`src/pcm_fmt_pkg.sv`:
```
// Purpose: constants shared by the pcm frame and track formatter
// Assumes: 24-bit words, msb (bit 23) shifted first
// Notes:   register offsets are byte addresses on the plain register port
package pcm_fmt_pkg;
    localparam int          WORD_W     = 24;           // formatted word width
    localparam int          INFO_W     = 16;           // information field width
    localparam int          ADDR_W     = 8;            // register address width
    localparam int          DATA_W     = 32;           // register data width
    localparam int          MAX_TRACKS = 4;            // tracks per bus at most
    localparam logic [23:0] SYNC_WORD  = 24'hFAF320;   // frame sync pattern
    localparam logic [15:0] FILL_INFO  = 16'hAAAA;     // fill information field
    localparam logic [15:0] CRC_POLY   = 16'h8005;     // x16+x15+x2+1
    localparam logic [15:0] CRC_INIT   = 16'h0000;     // fcs start value
    localparam logic [8:0]  FRAME_MIN  = 9'h081;       // 129 words, lowest legal
    localparam logic [8:0]  FRAME_MAX  = 9'h1FF;       // 511 words, highest legal
    localparam logic [8:0]  FRAME_RST  = 9'h100;       // 256 words after reset
    localparam logic [1:0]  TIME_WORDS = 2'h3;         // high, low, microsecond
    localparam logic [15:0] RATE_RST   = 16'h0001;     // half-bit period, clocks
    localparam logic [23:0] LABEL_RST  = 24'h000000;   // header labels after reset
    localparam logic [7:0]  CTRL_RST   = 8'h00;        // disabled after reset
    // register offsets
    localparam logic [7:0]  OFS_CTRL   = 8'h00;
    localparam logic [7:0]  OFS_FLEN   = 8'h04;
    localparam logic [7:0]  OFS_RATE   = 8'h08;
    localparam logic [7:0]  OFS_LABEL  = 8'h0C;
    localparam logic [7:0]  OFS_STAT   = 8'h10;
    localparam logic [7:0]  OFS_FCNT   = 8'h14;
    // control field positions
    localparam int          CTRL_EN    = 0;
    localparam int          CTRL_TIME  = 1;
    localparam int          CTRL_CRC   = 2;
    localparam int          CTRL_DROP  = 3;
    localparam int          CTRL_CODE  = 4;            // two bits
    localparam int          CTRL_TK    = 6;            // two bits, count minus one
    // line codes
    localparam logic [1:0]  CODE_NRZ   = 2'h0;
    localparam logic [1:0]  CODE_RNRZ  = 2'h1;
    localparam logic [1:0]  CODE_BIPH  = 2'h2;
    // kinds of word placed in a slot
    typedef enum logic [1:0] {K_SYNC, K_TIME, K_CRC, K_DATA} word_kind_t;

    // bit times between successive track loads: 24 / track count
    function automatic logic [4:0] slot_bits(input logic [1:0] tk_m1);
        case (tk_m1)
            2'h0:    slot_bits = 5'h18;
            2'h1:    slot_bits = 5'h0C;
            2'h2:    slot_bits = 5'h08;
            default: slot_bits = 5'h06;
        endcase
    endfunction

    // fold one 24-bit word into the fcs, msb first
    function automatic logic [15:0] crc24(input logic [15:0] c, input logic [23:0] w);
        logic [15:0] r;
        logic        fb;
        r = c;
        for (int i = WORD_W - 1; i >= 0; i--) begin
            fb = r[15] ^ w[i];
            r  = {r[14:0], 1'b0} ^ (fb ? CRC_POLY : 16'h0000);
        end
        crc24 = r;
    endfunction
endpackage

```
`src/pcm_frame_track_formatter.sv`:
```
// Purpose: frames 24-bit words into one composite or up to four staggered
//          track pcm streams with sync, time, fill and crc words
// Assumes: inputs synchronous to i_clk; one word held between source and frame
// Notes:   the bit rate is set by a half-bit divider and stays fixed in use
//
// Summary of operation
// (RULE_01) composite output is a continuous class 2 stream
// (RULE_02) every word shifts out msb first
// (RULE_03) bit rate fixed by configured divider
// (RULE_04) words leave in arrival order
// (RULE_05) frame length between 129 and 511 words
// (RULE_06) each frame begins with sync FAF320
// (RULE_07) frame time: sync, high, low, microsecond, data
// (RULE_08) without frame time data follows sync
// (RULE_09) last slot is crc when on, else data
// (RULE_10) optional dropping of fill words
// (RULE_11) line code randomized nrz-l or bi-phase-level
// (RULE_12) software avoids randomized code below 200 kbit/s
// (RULE_13) track streams staggered by 24/track count bits
// (RULE_14) at most four tracks per bus
// (RULE_15) each track carries its own sync word
// (RULE_16) all tracks share one frame length
// (RULE_17) crc appended to every track frame
// (RULE_18) tracks one to three carry time words
// (RULE_19) words dealt round-robin over tracks
// (RULE_20) without time, data follows each track sync
// (RULE_21) every slot word is 24 bits
// (RULE_22) fill words carry AAAA information field
// (RULE_23) fcs uses x16+x15+x2+1, crc word excluded
// (RULE_24) no data at a slot gives fill word
//
// The address-and-strobe port and the register offsets were left to the implementer.
`timescale 1ns/1ps
`default_nettype none
module pcm_frame_track_formatter (
    // clock and reset
    input  wire logic                          i_clk,
    input  wire logic                          i_resetn,
    // register port
    input  wire logic [pcm_fmt_pkg::ADDR_W-1:0] i_addr,
    input  wire logic [pcm_fmt_pkg::DATA_W-1:0] i_wdata,
    input  wire logic                          i_wr,
    input  wire logic                          i_rd,
    output logic      [pcm_fmt_pkg::DATA_W-1:0] o_rdata,
    // formatted word source
    input  wire logic                          i_word_valid,
    input  wire logic [pcm_fmt_pkg::WORD_W-1:0] i_word,
    output logic                               o_word_ready,
    // time words
    input  wire logic [pcm_fmt_pkg::INFO_W-1:0] i_time_hi,
    input  wire logic [pcm_fmt_pkg::INFO_W-1:0] i_time_lo,
    input  wire logic [pcm_fmt_pkg::INFO_W-1:0] i_time_us,
    // serial streams
    output logic      [pcm_fmt_pkg::MAX_TRACKS-1:0] o_line,
    output logic                               o_bit_stb,
    output logic                               o_frame_start
);
    import pcm_fmt_pkg::*;

    // configuration and status registers
    logic [7:0]  ctrl_r, ctrl_nxt;             // control bits
    logic [8:0]  flen_r, flen_nxt;             // words per frame incl. sync
    logic [15:0] rate_r, rate_nxt;             // clocks per half bit
    logic [23:0] label_r, label_nxt;           // header labels
    logic [15:0] fcnt_r, fcnt_nxt;             // frames completed
    logic [31:0] rdata_r, rdata_nxt;           // read answer
    // sequencer state
    logic [15:0] div_r, div_nxt;               // half-bit divider
    logic        ph_r, ph_nxt;                 // half-bit phase
    logic [4:0]  bcnt_r, bcnt_nxt;             // bit in slot
    logic [1:0]  trk_r, trk_nxt;               // track to load next
    logic [8:0]  pos_r, pos_nxt;               // word position in track frame
    logic [1:0]  tw_r, tw_nxt;                 // time words issued this frame
    logic        hold_v_r, hold_v_nxt;         // holding word valid
    logic [23:0] hold_r, hold_nxt;             // holding word
    logic        rdy_r, rdy_nxt;               // source may hand a word
    logic        stb_r, stb_nxt;               // bit strobe out
    logic        fs_r, fs_nxt;                 // frame start pulse out
    // per-track state
    logic [23:0] sh_r  [MAX_TRACKS];           // output shifters
    logic [15:0] crc_r [MAX_TRACKS];           // running fcs per track
    logic [MAX_TRACKS-1:0] line_r;             // coded line levels
    // shared decode
    logic        en, time_en, crc_en, drop;
    logic [1:0]  code, tk_m1;
    logic [4:0]  sbits;
    logic        half_tick, adv, bit_tick, slot_end, load, stall, consume;
    word_kind_t  kind;
    logic [23:0] word;

    assign en      = ctrl_r[CTRL_EN];
    assign time_en = ctrl_r[CTRL_TIME];
    assign crc_en  = ctrl_r[CTRL_CRC];
    assign drop    = ctrl_r[CTRL_DROP];
    assign code    = ctrl_r[CTRL_CODE +: 2];
    assign tk_m1   = ctrl_r[CTRL_TK +: 2];     // field holds 1..4 tracks only (RULE_14)
    assign sbits   = slot_bits(tk_m1);         // stagger between tracks (RULE_13)

    // register port: writes take effect next edge, reads answer next cycle
    always_comb begin
        ctrl_nxt  = ctrl_r;
        flen_nxt  = flen_r;
        rate_nxt  = rate_r;
        label_nxt = label_r;
        rdata_nxt = '0;
        if (i_wr) begin
            if (i_addr == OFS_CTRL) begin
                ctrl_nxt = i_wdata[7:0];
            end else if (i_addr == OFS_FLEN) begin
                // out-of-range lengths are ignored so the frame stays legal
                if (i_wdata[8:0] >= FRAME_MIN && i_wdata[8:0] <= FRAME_MAX
                    && i_wdata[31:9] == '0) begin
                    flen_nxt = i_wdata[8:0];   // RULE_05
                end
            end else if (i_addr == OFS_RATE) begin
                rate_nxt = i_wdata[15:0];      // RULE_03
            end else if (i_addr == OFS_LABEL) begin
                label_nxt = i_wdata[23:0];
            end
        end
        if (i_rd) begin
            if (i_addr == OFS_CTRL) begin
                rdata_nxt = {24'h000000, ctrl_r};
            end else if (i_addr == OFS_FLEN) begin
                rdata_nxt = {23'h000000, flen_r};
            end else if (i_addr == OFS_RATE) begin
                rdata_nxt = {16'h0000, rate_r};
            end else if (i_addr == OFS_LABEL) begin
                rdata_nxt = {8'h00, label_r};
            end else if (i_addr == OFS_STAT) begin
                rdata_nxt = {19'h00000, stall, hold_v_r, trk_r, pos_r};
            end else if (i_addr == OFS_FCNT) begin
                rdata_nxt = {16'h0000, fcnt_r};
            end
        end
    end

    always_ff @(posedge i_clk or negedge i_resetn) begin
        if (!i_resetn) begin
            ctrl_r  <= CTRL_RST;
            flen_r  <= FRAME_RST;
            rate_r  <= RATE_RST;
            label_r <= LABEL_RST;
            rdata_r <= '0;
        end else begin
            ctrl_r  <= ctrl_nxt;
            flen_r  <= flen_nxt;
            rate_r  <= rate_nxt;
            label_r <= label_nxt;
            rdata_r <= rdata_nxt;
        end
    end

    // word choice for the slot about to load
    always_comb begin
        if (pos_r == '0) begin
            kind = K_SYNC;                      // RULE_06 RULE_15
        end else if (crc_en && pos_r >= flen_r - 9'h001) begin
            kind = K_CRC;                       // RULE_09 RULE_17
        end else if (time_en && tw_r < TIME_WORDS) begin
            kind = K_TIME;                      // RULE_07 RULE_18
        end else begin
            kind = K_DATA;                      // RULE_08 RULE_20
        end
        case (kind)
            K_SYNC:  word = SYNC_WORD;
            K_CRC:   word = {label_r[3:0], label_r[11:8], crc_r[trk_r]};
            K_TIME: begin
                case (tw_r)
                    2'h0:    word = {label_r[3:0], label_r[15:12], i_time_hi};
                    2'h1:    word = {label_r[3:0], label_r[19:16], i_time_lo};
                    default: word = {label_r[3:0], label_r[23:20], i_time_us};
                endcase
            end
            // fill keeps the stream continuous when the source is idle
            default: word = hold_v_r ? hold_r
                                     : {label_r[3:0], label_r[7:4], FILL_INFO}; // RULE_22 RULE_24
        endcase
    end

    // timing: half ticks from the divider, a bit every second half
    assign half_tick = en && (div_r + 16'h0001 >= rate_r);
    assign slot_end  = (bcnt_r == sbits - 5'h01);
    // drop mode freezes the line instead of sending fill
    assign stall     = en && drop && slot_end && ph_r && kind == K_DATA
                       && !hold_v_r;            // RULE_10
    assign adv       = half_tick && !stall;
    assign bit_tick  = adv && ph_r;
    assign load      = bit_tick && slot_end;
    assign consume   = load && kind == K_DATA && hold_v_r;

    // sequencer: slot, track, position and holding word
    always_comb begin
        div_nxt    = half_tick ? 16'h0000 : div_r + 16'h0001;
        ph_nxt     = adv ? !ph_r : ph_r;
        bcnt_nxt   = bcnt_r;
        trk_nxt    = trk_r;
        pos_nxt    = pos_r;
        tw_nxt     = tw_r;
        fcnt_nxt   = fcnt_r;
        fs_nxt     = load && kind == K_SYNC && trk_r == 2'h0;
        stb_nxt    = bit_tick;
        hold_v_nxt = hold_v_r && !consume;     // RULE_04
        hold_nxt   = hold_r;
        if (bit_tick) begin
            bcnt_nxt = slot_end ? 5'h00 : bcnt_r + 5'h01;
        end
        if (load) begin
            if (kind == K_TIME) begin
                tw_nxt = tw_r + 2'h1;
            end
            // deal words track by track, position steps after last track
            if (trk_r >= tk_m1) begin
                trk_nxt = 2'h0;                 // RULE_19
                if (pos_r >= flen_r - 9'h001) begin
                    pos_nxt  = '0;              // RULE_16 RULE_24
                    tw_nxt   = 2'h0;
                    fcnt_nxt = fcnt_r + 16'h0001;
                end else begin
                    pos_nxt = pos_r + 9'h001;
                end
            end else begin
                trk_nxt = trk_r + 2'h1;
            end
        end
        if (i_word_valid && rdy_r) begin
            hold_v_nxt = 1'b1;                  // one word only, order kept
            hold_nxt   = i_word;
        end
        if (!en) begin
            div_nxt  = '0;
            ph_nxt   = 1'b0;
            bcnt_nxt = '0;
            trk_nxt  = '0;
            pos_nxt  = '0;
            tw_nxt   = '0;
        end
        rdy_nxt = !hold_v_nxt;
    end

    always_ff @(posedge i_clk or negedge i_resetn) begin
        if (!i_resetn) begin
            div_r    <= '0;
            ph_r     <= 1'b0;
            bcnt_r   <= '0;
            trk_r    <= '0;
            pos_r    <= '0;
            tw_r     <= '0;
            fcnt_r   <= '0;
            fs_r     <= 1'b0;
            stb_r    <= 1'b0;
            hold_v_r <= 1'b0;
            hold_r   <= '0;
            rdy_r    <= 1'b0;
        end else begin
            div_r    <= div_nxt;
            ph_r     <= ph_nxt;
            bcnt_r   <= bcnt_nxt;
            trk_r    <= trk_nxt;
            pos_r    <= pos_nxt;
            tw_r     <= tw_nxt;
            fcnt_r   <= fcnt_nxt;
            fs_r     <= fs_nxt;
            stb_r    <= stb_nxt;
            hold_v_r <= hold_v_nxt;
            hold_r   <= hold_nxt;
            rdy_r    <= rdy_nxt;
        end
    end

    // per-track shifter, fcs, randomizer and line coder
    for (genvar g = 0; g < MAX_TRACKS; g++) begin : g_trk
        logic [23:0] sh_nxt;                    // shifter next value
        logic [15:0] crc_nxt;                   // fcs next value
        logic [14:0] scr_r, scr_nxt;            // randomizer history
        logic        rb;                        // randomized current bit
        logic        lv_nxt;                    // coded level next value
        logic        ld;                        // this track loads now
        always_comb begin
            ld      = load && trk_r == 2'(g);
            sh_nxt  = sh_r[g];
            crc_nxt = crc_r[g];
            scr_nxt = scr_r;
            rb      = sh_r[g][23] ^ scr_r[13] ^ scr_r[14];
            if (ld) begin
                sh_nxt = word;                  // RULE_21
                if (kind == K_SYNC) begin
                    crc_nxt = crc24(CRC_INIT, word);
                end else if (kind == K_CRC) begin
                    crc_nxt = CRC_INIT;         // crc word left out of its own fcs
                end else begin
                    crc_nxt = crc24(crc_r[g], word); // RULE_23
                end
            end else if (bit_tick) begin
                sh_nxt = {sh_r[g][22:0], 1'b0}; // RULE_02
            end
            if (bit_tick) begin
                scr_nxt = {scr_r[13:0], rb};
            end
            case (code)
                CODE_RNRZ: lv_nxt = rb;         // RULE_11
                CODE_BIPH: lv_nxt = ph_r ? !sh_r[g][23] : sh_r[g][23]; // RULE_11
                default:   lv_nxt = sh_r[g][23];
            endcase
            // idle tracks and a disabled block hold the line low
            if (!en || 2'(g) > tk_m1) begin
                lv_nxt = 1'b0;                  // RULE_01
            end
        end
        always_ff @(posedge i_clk or negedge i_resetn) begin
            if (!i_resetn) begin
                sh_r[g]   <= '0;
                crc_r[g]  <= CRC_INIT;
                scr_r     <= '0;
                line_r[g] <= 1'b0;
            end else begin
                sh_r[g]   <= sh_nxt;
                crc_r[g]  <= crc_nxt;
                scr_r     <= scr_nxt;
                line_r[g] <= lv_nxt;
            end
        end
    end

    assign o_rdata       = rdata_r;
    assign o_word_ready  = rdy_r;
    assign o_line        = line_r;
    assign o_bit_stb     = stb_r;
    assign o_frame_start = fs_r;
endmodule
`default_nettype wire

```
`config.mk`:
```
export PLATFORM = sky130hd
export DESIGN_NAME = pcm_frame_track_formatter
export DESIGN_NICKNAME = d
export VERILOG_FILES = /design/src/pcm_fmt_pkg.sv /design/src/pcm_frame_track_formatter.sv
export SDC_FILE = /design/constraint.sdc
export NUM_CORES = 1
export LEC_CHECK = 0
export BUFFER_PORTS_ARGS = -buffer_cell sky130_fd_sc_hd__buf_2
export CAP_MARGIN = 20
export CORE_UTILIZATION = 44
export CTS_BUF_LIST = sky130_fd_sc_hd__clkbuf_8
export CTS_CLUSTER_DIAMETER = 150
export DETAILED_ROUTE_END_ITERATION = 12
export GPL_TIMING_DRIVEN = 1
export SETUP_SLACK_MARGIN = 0.05
export SKIP_LAST_GASP = 1
export SYNTH_ARGS = -nofsm -noshare
export SYNTH_HDL_FRONTEND = slang
export SYNTH_SLANG_ARGS = --single-unit
```
`constraint.sdc`:
```
create_clock -name i_clk -period 6.12 [get_ports i_clk]
set_input_delay 1.224 -clock i_clk [delete_from_list [all_inputs] [get_ports i_clk]]
set_output_delay 1.224 -clock i_clk [all_outputs]
set_load 0.02 [all_outputs]
```
=== After elaboration in Yosys (flattened, before gate mapping) ===
Index checks and enable logic that the tools add are counted.

* Bits in registers: 392
* Input bits: 117
* Output and inout bits: 39
* Logic and storage cells: 562

* Add/sub/neg operators: 8
* Magnitude comparators: 11
* Equal/unequal tests: 21
* Multiplexer cells: 185
* Bitwise operators: 250
* Reduce and logical (&&, ||, !) cells: 54

{| class="wikitable"
|+ Operators by type and width
! kind !! number
|-
| 16-bit two-way mux || 134
|-
| 16-bit XOR || 119
|-
| 24-bit two-way mux || 14
|-
| 1-bit XOR || 127
|-
| 24-bit one-hot mux with 3 select lines || 1
|-
| 20-bit one-hot mux with 2 select lines || 1
|-
| 9-bit two-way mux || 4
|-
| 16-bit by 1-bit adder with 16-bit output (second input constant) || 2
|-
| 16-bit binary-select mux with 2-bit select || 1
|-
| 1-bit logical AND || 23
|-
| 23-bit zero test || 1
|-
| 2-bit two-way mux || 11
|-
| 8-bit by 4-bit == test with 1-bit output (second input constant) || 2
|-
| 8-bit by 5-bit == test with 1-bit output (second input constant) || 2
|-
| 16-bit greater-or-equal comparator || 1
|-
| 5-bit two-way mux || 3
|-
| 5-bit one-hot mux with 3 select lines || 1
|-
| 2-bit == test (second input constant) || 6
|-
| 1-bit two-way mux || 11
|-
| 2-bit by 1-bit == test with 1-bit output (second input constant) || 5
|-
| 1-bit zero test || 10
|-
| 9-bit by 1-bit adder with 9-bit output (second input constant) || 1
|-
| 9-bit by 8-bit greater-or-equal comparator with 1-bit output (second input constant) || 1
|-
| 9-bit greater-or-equal comparator || 1
|-
| 25 further kinds || 47
|}

=== Depth between registers and ports, before layout ===
Gate-level depths: netlist of run 1.

* Word-level depth: 81
* Depth in mapped cells: 21

=== Worst setup path before layout of run 1 ===
No wires, ideal clock.

* Kind: reg-to-reg
* Start point: register flen_r[4]
* End point: register crc_r[0] in the netlist's numbering
* Setup time: 124 ps
* Arrival time: 4522 ps
* Path slack: 1474 ps
* Cell stages (with the launch flop): 18
* Path through: dfrtp_1 -> or3_1 -> or2_2 -> nor4_1 -> xnor2_1 -> ha_1 -> a21oi_1 -> o21ai_2 -> nand4b_1 -> buf_4 -> a2111oi_4 -> a31oi_2 -> xnor2_4 -> xnor3_2 -> xnor2_2 -> xnor3_1 -> xnor2_1 -> o21ai_1

* Cells in the longest elaborated chain, start to end: 81

{| class="wikitable"
|+ Ends and longest elaborated chain
! element !! line !! text
|-
| start: declaration || pcm_frame_track_formatter.sv:62 || <nowiki>logic [8:0] flen_r, flen_nxt;</nowiki>
|-
| start signal: assignment || pcm_frame_track_formatter.sv:147 || <nowiki>flen_r <= flen_nxt;</nowiki>
|-
| 9-bit by 1-bit subtractor with 9-bit output (*) || pcm_frame_track_formatter.sv:158 || <nowiki>end else if (crc_en && pos_r >= flen_r - 9'h001) begin</nowiki>
|-
| 9-bit greater-or-equal comparator (*) || pcm_frame_track_formatter.sv:158 ||
|-
| 1-bit logical AND (*) || pcm_frame_track_formatter.sv:158 ||
|-
| 2-bit two-way mux (*) || pcm_frame_track_formatter.sv:158 ||
|-
| 2-bit two-way mux (*) || pcm_frame_track_formatter.sv:156 || <nowiki>if (pos_r == '0) begin</nowiki>
|-
| 2-bit by 1-bit == test with 1-bit output (tied with other cells) || pcm_frame_track_formatter.sv:165 || <nowiki>case (kind)</nowiki>
|-
| 24-bit one-hot mux with 3 select lines || pcm_frame_track_formatter.sv:165 ||
|-
| 1-bit XOR || pcm_fmt_pkg.sv:58 || <nowiki>fb = r[15] ^ w[i];</nowiki>
|-
| [65 not listed] || n/a ||
|-
| 1-bit XOR || pcm_fmt_pkg.sv:58 ||
|-
| 16-bit two-way mux || pcm_fmt_pkg.sv:59 || <nowiki>r = {r[14:0], 1'b0} ^ (fb ? CRC_POLY : 16'h0000);</nowiki>
|-
| 16-bit XOR || pcm_fmt_pkg.sv:59 ||
|-
| 1-bit XOR || pcm_fmt_pkg.sv:58 ||
|-
| 16-bit two-way mux || pcm_fmt_pkg.sv:59 ||
|-
| 16-bit XOR || pcm_fmt_pkg.sv:59 ||
|-
| 16-bit two-way mux || pcm_frame_track_formatter.sv:289 || <nowiki>end else if (kind == K_CRC) begin</nowiki>
|-
| 16-bit two-way mux || pcm_frame_track_formatter.sv:287 || <nowiki>if (kind == K_SYNC) begin</nowiki>
|-
| end signal: indexed assignment || pcm_frame_track_formatter.sv:318 || <nowiki>crc_r[g] <= crc_nxt;</nowiki>
|-
| end: declaration || pcm_frame_track_formatter.sv:81 || <nowiki>logic [15:0] crc_r [MAX_TRACKS];</nowiki>
|}

Mark *: on every way between the ends. The rest lies on a longest branch, timed or not.
A chain may end at the register's enable or synchronous reset.

=== Worst setup path in the final report of run 1 ===
* Start point: register flen_r[4]
* End point: register crc_r[48] in the netlist's numbering

Same word-level chain as after synthesis.

==> flow_summary.ini, run 1 <==
[status]
status = finished, final reports clean

[detailed_routing]
via_per_inst = 5.72
wl_per_cell_um = 21.7
vias = 16855
drtIter0Drc = 1560
post-route-drc-count = 0
drtAntennaViolNets = 0
drt-total-wl_mm = 63.9
drt-pass1-iter-count = 6

[global_routing]
grt_pass1_wl_mm = 99.3
overflow = 0
antenna_found_initial = 2
grt_start_max_net_pins = 144
grt_use_total_pct = 26.4
grt_pass1_vias = 16544

[floorplanning]
io_pins = 156
coreArea_um2 = 47600
dieArea_um2 = 49000
core.rowCount = 80
start_util_pct = 44.5
die_y_um = 221
fp.dieW_um = 221

[worst_setup_path]
worst_path_max_delay_cell = a211oi_2
worst_ep_arrival_time_ns = 6.09
crit_required_ns = 6.65
slowest_delay_ns = 0.61
cp-end-kind = register
critPathLaunchType = register
crit_chain = or3_1 > or2_2 > nor4_1 > xnor2_1 > ha_1 > a21oi_1 > o21ai_2 > o21ai_2 > nor2_4 > a211oi_2 > xnor2_2 > xnor3_2 > xnor2_2 > xnor2_2 > xnor3_1 > o31ai_1
worstPathMaxFanout = 15
worstSetupPathType = reg2reg
critPathMostFrequentCell = xnor2_2

[yosys]
synth_top_cell_area_share_pct = 45.1
synth_ff_type = dfrtp_1
yosys.area.top_type = dfrtp_1
async_flop_share_pct = 100
netlist_top_cells_area = dfrtp_1 45%, xnor2_1 7.4%, nand2_1 6.6%
ys.warnings.count = 0
ys_seq_elements = 384
seq_area_frac_synth_pct = 45.4
netlist_instances = 2129
synth_edf_count = 0
netlist_area_um2 = 21200
syn_area_per_cell_um2 = 9.95
yosysUniqueCellTypes = 83

[clock_tree]
clk_latency_ns = 0.66
cts.repair.resized = 0
clock-sinks = 384
cts_tree = built
clk_pin_slew_ns = 0.06
root_buffer = clkbuf_8
cts-hold-fix-buffers = 0
clk_path_buf_depth = 3
numCtsBuffers = 71
post_cts_buffers = 0
cts_htree_levels = 3

[power]
p_leak_nw = 11.3
p_per_area_nw_per_um2 = 228
total_power_w = 0.00547
peakVddDrop_mv = 0.143

[final_layout]
fill_cells = 4372
drive_gt1_share_pct = 18.9
syn_to_final_growth_pct = 13.5
nets = 2443
layoutNonFillerInstCount = 2947

[timing]
fmaxAchievable_ghz = 0.180
setup-tns-final_ns = 0
setup_viol = 0
worst_slack_ns = 0.564
max_slew_margin_pct = 31.9
finalMaxSlewViolations = 0
hold_viol_final = 0
fin_crit_sh_pct = 90.8
worst_pin_slew_ns = 1.02
clock_skew_ns = 0.0356
period_minus_slack_ns = 5.56
rsz0062_at_grt = false

[place]
placed_cells = 2824
portBuffers = 147
pre_cts_ws_ns = 0.718
place.gp.congestion = 0.962
hpwl_mm = 45.7

[min_path]
hold_class = reg2reg

[flow_run]
maxCapViolations = 0
cells in the final DEF, fill, tap and decap left out, types with 16 or more instances in the layout:
cell,synthesis,layout
and3_1,30,30
nor3_1,36,35
a211oi_1,16,16
nor2_1,144,144
buf_2,19,146
and2_1,18,17
mux4_2,16,16
mux2_2,67,67
inv_1,47,67
a221o_1,48,48
a21oi_1,97,97
o21ai_0,93,93
a22oi_1,18,18
dfrtp_1,382,382
clkbuf_8,0,87
buf_4,14,52
ha_1,42,42
xor2_1,76,76
mux2i_1,16,16
o31ai_1,19,19
xnor2_1,179,179
nand2_1,371,371
nor4_1,17,16
nand3_1,53,52
a22o_1,25,25
path summary, 6_finish.rpt:
check                                    end  depth (start not counted)         startpoint  slack (ns)
setup / recovery                   crc_r[48]                         16          flen_r[4]        0.56
hold / removal             g_trk[3].scr_r[2]                          2  g_trk[3].scr_r[1]        0.45
setup reg to reg                   crc_r[48]                         16          flen_r[4]        0.56
hold reg to reg            g_trk[3].scr_r[2]                          2  g_trk[3].scr_r[1]        0.45
max in group asynchronous        label_r[12]                          2           i_resetn        4.03
min in group asynchronous           sh_r[53]                          1           i_resetn        0.69
state kept, by name, summed over array words and instances, names as in the netlist, 2 cells and up:
name         cells
sh_r            96
crc_r           64
g_trk.scr_r     60
hold_r          24
label_r         24
o_rdata         24
div_r           16
fcnt_r          16
rate_r          16
flen_r           9
pos_r            9
ctrl_r           8
bcnt_r           5
o_line           4
trk_r            2
tw_r             2
stage by stage:
stage               utilization [%]  cell area, um2  hold WS [ns]
finish                         50.5           24100         0.454
detailed placement             47.5           22600         0.452
global route                   50.5           24100         0.486
CTS                            50.4           24000         0.465
global placement               47.4           22600         0.448
floorplan                         -           21200         0.439
metal layers:
layer | wire, um | vias up | global-route usage (%) | share of wire (%)
met5 | 13 | - | 0 | 0.020
met4 | 1980 | 2 | 10.2 | 3.1
met3 | 4880 | 120 | 5.54 | 7.6
met2 | 28000 | 674 | 38.9 | 44
met1 | 29000 | 8323 | 37.9 | 45
li1 | - | 7736 | - | -
Yosys cell counts, types with 5 or more instances:
cell and number:
dfrtp_1 382, nand2_1 371, xnor2_1 179, nor2_1 144, a21oi_1 97, o21ai_0 93
clkbuf_1 85, xor2_1 76, mux2_2 67, nand3_1 53, a221o_1 48, inv_1 47
ha_1 42, nor3_1 36, and3_1 30, a22o_1 25, buf_2 19, o31ai_1 19
a22oi_1 18, and2_1 18, nor4_1 17, a211oi_1 16, mux2i_1 16, mux4_2 16
a21o_1 14, buf_4 14, o22ai_1 14, a221oi_1 13, xnor3_1 12, nand4_1 11
xnor2_2 10, o21ai_1 8, a21boi_0 7, buf_1 7, a31oi_1 6, o21a_1 6
nand2b_1 5, o211ai_1 5, or3_1 5
power by group:
part / switching, W / total [W] / internal [W]
clock: 0.00112 / 0.00244 / 0.00132
sequential: 0.0000637 / 0.00267 / 0.00261
combinational: 0.000219 / 0.000360 / 0.000141
cells by family after synthesis:
logic type / share of synthesized area (%)
compound gates: 14.4
xor+xnor: 13.2
fa+ha+maj: 2.48
buf+inv: 3.64
flops: 45.4
mux: 6.02
other cells: 0.0177
simple gates: 14.9
area by class of cell:
class / instances / area [um2] / share of cell area, %
diodes: 1 / 2.50 / 0.0104
clock inverters: 33 / 180 / 0.749
repair buffers: 204 / 1240 / 5.15
inverters: 48 / 180 / 0.749
flip-flops and latches: 384 / 9610 / 40.0
well taps: 615 / 769 / 3.20
multi-input cells: 1575 / 10900 / 45.2
clock buffers: 87 / 1200 / 4.98
worst max-delay path, delay by kind of cell (launching register included):
kind | cells | cell delay [ns]
flops | 1 | 0.41
simple gates | 4 | 1.23
fa+ha+maj | 1 | 0.26
xor+xnor | 6 | 1.83
compound gates | 5 | 1.69
Note: power is estimated with default switching activity, not from simulation.
==> run 2: changes to the inputs <==
--- a/config.mk
+++ b/config.mk
@@ -7,7 +7,7 @@
 export LEC_CHECK = 0
 export BUFFER_PORTS_ARGS = -buffer_cell sky130_fd_sc_hd__buf_2
 export CAP_MARGIN = 20
-export CORE_UTILIZATION = 44
+export CORE_UTILIZATION = 29
 export CTS_BUF_LIST = sky130_fd_sc_hd__clkbuf_8
 export CTS_CLUSTER_DIAMETER = 150
 export DETAILED_ROUTE_END_ITERATION = 12
==> constraint.sdc (replaced) <==
create_clock -name i_clk -period 5.9 [get_ports i_clk]
set_input_delay 1.18 -clock i_clk [delete_from_list [all_inputs] [get_ports i_clk]]
set_output_delay 1.18 -clock i_clk [all_outputs]
set_load 0.02 [all_outputs]
==> run 2 against run 1 <==
Final cell count is 12% higher; clock skew rose by 0.019 ns; sequential power increased by 4%; clock power up 8.2%; critical endpoint is now crc_r[0]; largest cell class unchanged; highest routed layer is now met4.
==> flow_summary.ini, run 2 (synthesis gave the netlist of run 1 again) <==
[status]
status = finished, final reports clean

[timing]
fmaxAchievable_ghz = 0.183
worst_pin_slew_ns = 1.14
fin_hold_ws_ns = 0.408
finalMaxSlewViolations = 0
hold_viol_final = 0
setup_viol = 0
setup-tns-final_ns = 0
max_slew_margin_pct = 24.1
rsz0062_at_grt = false
period_minus_slack_ns = 5.47
clock_skew_ns = 0.0550
fin_crit_sh_pct = 92.8

[worst_setup_path]
worstSetupPathType = reg2reg
cp.depth = 17
crit_required_ns = 6.46
cp_top_family = XOR/XNOR gates
reg2reg_to = crc_r[0]
worstPathMaxFanout = 15
worst-path-buf-inv = 1
worst_ep_arrival_time_ns = 6.03
ff2ff_path_depth = 17
r2r_start = flen_r[3]
worst_path_max_delay_cell = and4b_1
cp-end-kind = register
reg2reg_slack_ns = 0.43
crit_chain = or3_1 > or2_2 > nor4_1 > xnor2_1 > ha_1 > a21oi_1 > o21ai_2 > and4b_1 > nor2_4 > buf_4 > a211oi_4 > xnor2_2 > xnor3_2 > xnor2_2 > xnor3_1 > xnor2_1 > o21ai_1
slowest_delay_ns = 0.65
critPathLaunchType = register

[global_routing]
overflow = 0
grt_pass1_wl_mm = 102
grt_use_total_pct = 17.8
grt_start_max_net_pins = 181
antenna_found_initial = 1
grt_pass1_vias = 16894

[final_layout]
mostFrequentLayoutCell = dfrtp_1
nets = 2446
drive_gt1_share_pct = 19.4
regMostFlops = sh_r
layoutNonFillerInstCount = 3291
largest_reg_flops = 96
syn_to_final_growth_pct = 15.9
post-route-util_pct = 34.2
fill_cells = 7290
final_cell_mix = 382 x dfrtp_1, 371 x nand2_1, 179 x xnor2_1
largest_registers = sh_r (96), crc_r (64), g_trk.scr_r (60)

[floorplanning]
die_y_um = 272
dieArea_um2 = 74200
fp.dieW_um = 272
coreArea_um2 = 71900
core.rowCount = 98
io_pins = 156
start_util_pct = 29.5

[clock_tree]
cts_htree_levels = 3
clk_latency_ns = 0.68
clock-sinks = 384
clk_pin_slew_ns = 0.07
clk_path_buf_depth = 3
numCtsBuffers = 70
cts-hold-fix-buffers = 0
cts_tree = built
root_buffer = clkbuf_8

[detailed_routing]
drt-pass1-iter-count = 5
drtAntennaViolNets = 0
wl_per_cell_um = 20.0
drtIter0Drc = 1581
post-route-drc-count = 0
via_per_inst = 5.13
vias = 16885
drt-total-wl_mm = 65.8

[flow_run]
maxCapViolations = 0

[place]
placed_cells = 3161
place.gp.congestion = 0.893
portBuffers = 147
hpwl_mm = 47.4

[power]
p_leak_nw = 11.3
p_per_area_nw_per_um2 = 235
peakVddDrop_mv = 0.141

[min_path]
hold_class = in2async
## run 2: changes by cell type in the layout (fill, tap and decap cells not counted)
cell / previous run / this run
clkinv_2: 7 / 11
a211oi_2: 2 / 1
clkinv_8: 0 / 1
a211oi_4: 4 / 5
inv_1: 67 / 62
inv_12: 0 / 2
clkinvlp_4: 1 / 3
inv_6: 2 / 1
buf_8: 2 / 1
buf_16: 1 / 0
clkbuf_8: 87 / 89
buf_4: 52 / 58
## run 2: how the worst max path moves through the flow
stage / from / to / slack (ns)
finish: flen_r[3] / crc_r[0] / 0.43
global route: flen_r[3] / crc_r[63] / 0.08
CTS: flen_r[3] / crc_r[0] / 0.37
detailed placement: flen_r[4] / crc_r[0] / 0.40
global placement: flen_r[4] / crc_r[15] / 0.45
floorplan: flen_r[4] / crc_r[0] / 1.25
## run 2: metrics by stage
| stage | total power (W) | cell area, um2 | worst slack, ns |
|---|---|---|---|
| floorplan | 0.00299 | 21200 | 1.25 |
| global placement | 0.00318 | 23100 | 0.451 |
| detailed placement | 0.00319 | 23100 | 0.397 |
| CTS | 0.00586 | 24500 | 0.366 |
| global route | 0.00604 | 24600 | 0.0820 |
| finish | 0.00578 | 24600 | 0.427 |
## run 2: report_power, final
group | switching, W | internal [W] | total, W | leakage, nW
Clock | 0.00122 | 0.00142 | 0.00264 | 0.815
Sequential | 0.0000597 | 0.00271 | 0.00277 | 4.70
Combinational | 0.000232 | 0.000143 | 0.000375 | 5.82
## run 2: what timing repair did
| action | in CTS | in global routing |
|---|---|---|
| endpoints found under the setup margin | 0 | 2 |
| setup buffers | 0 | 4 |
| gates resized for setup | 0 | 1 |
## run 2: worst reg2reg max path, stage by stage, from the launching register on
cell and delay, ns:
dfrtp_1 0.44, or3_1 0.37, or2_2 0.30, nor4_1 0.23
xnor2_1 0.16, ha_1 0.26, a21oi_1 0.17, o21ai_2 0.12
and4b_1 0.65, nor2_4 0.18, buf_4 0.21, a211oi_4 0.41
xnor2_2 0.29, xnor3_2 0.47, xnor2_2 0.22, xnor3_1 0.56
xnor2_1 0.23, o21ai_1 0.08
## run 2: per-layer routing
| layer | GRT usage (%) | vias up | routed length (um) |
|---|---|---|---|
| li1 | - | 7737 | - |
| met1 | 24.7 | 8398 | 29300 |
| met2 | 27.6 | 654 | 30100 |
| met3 | 3.51 | 96 | 4800 |
| met4 | 5.57 | 0 | 1590 |
| met5 | 0 | - | 0 |
## run 2: area by class of cell
cell class              count  area [um2]  share of cell area (%)
clock buffers              89        1220                    4.99
inverters                  48         180                   0.733
clock inverters            36         236                   0.963
repair buffers            208        1240                    5.05
diodes                      1        2.50                  0.0102
multi-input cells        1575       10900                    44.3
flip-flops and latches    384        9610                    39.1
well taps                 950        1190                    4.84
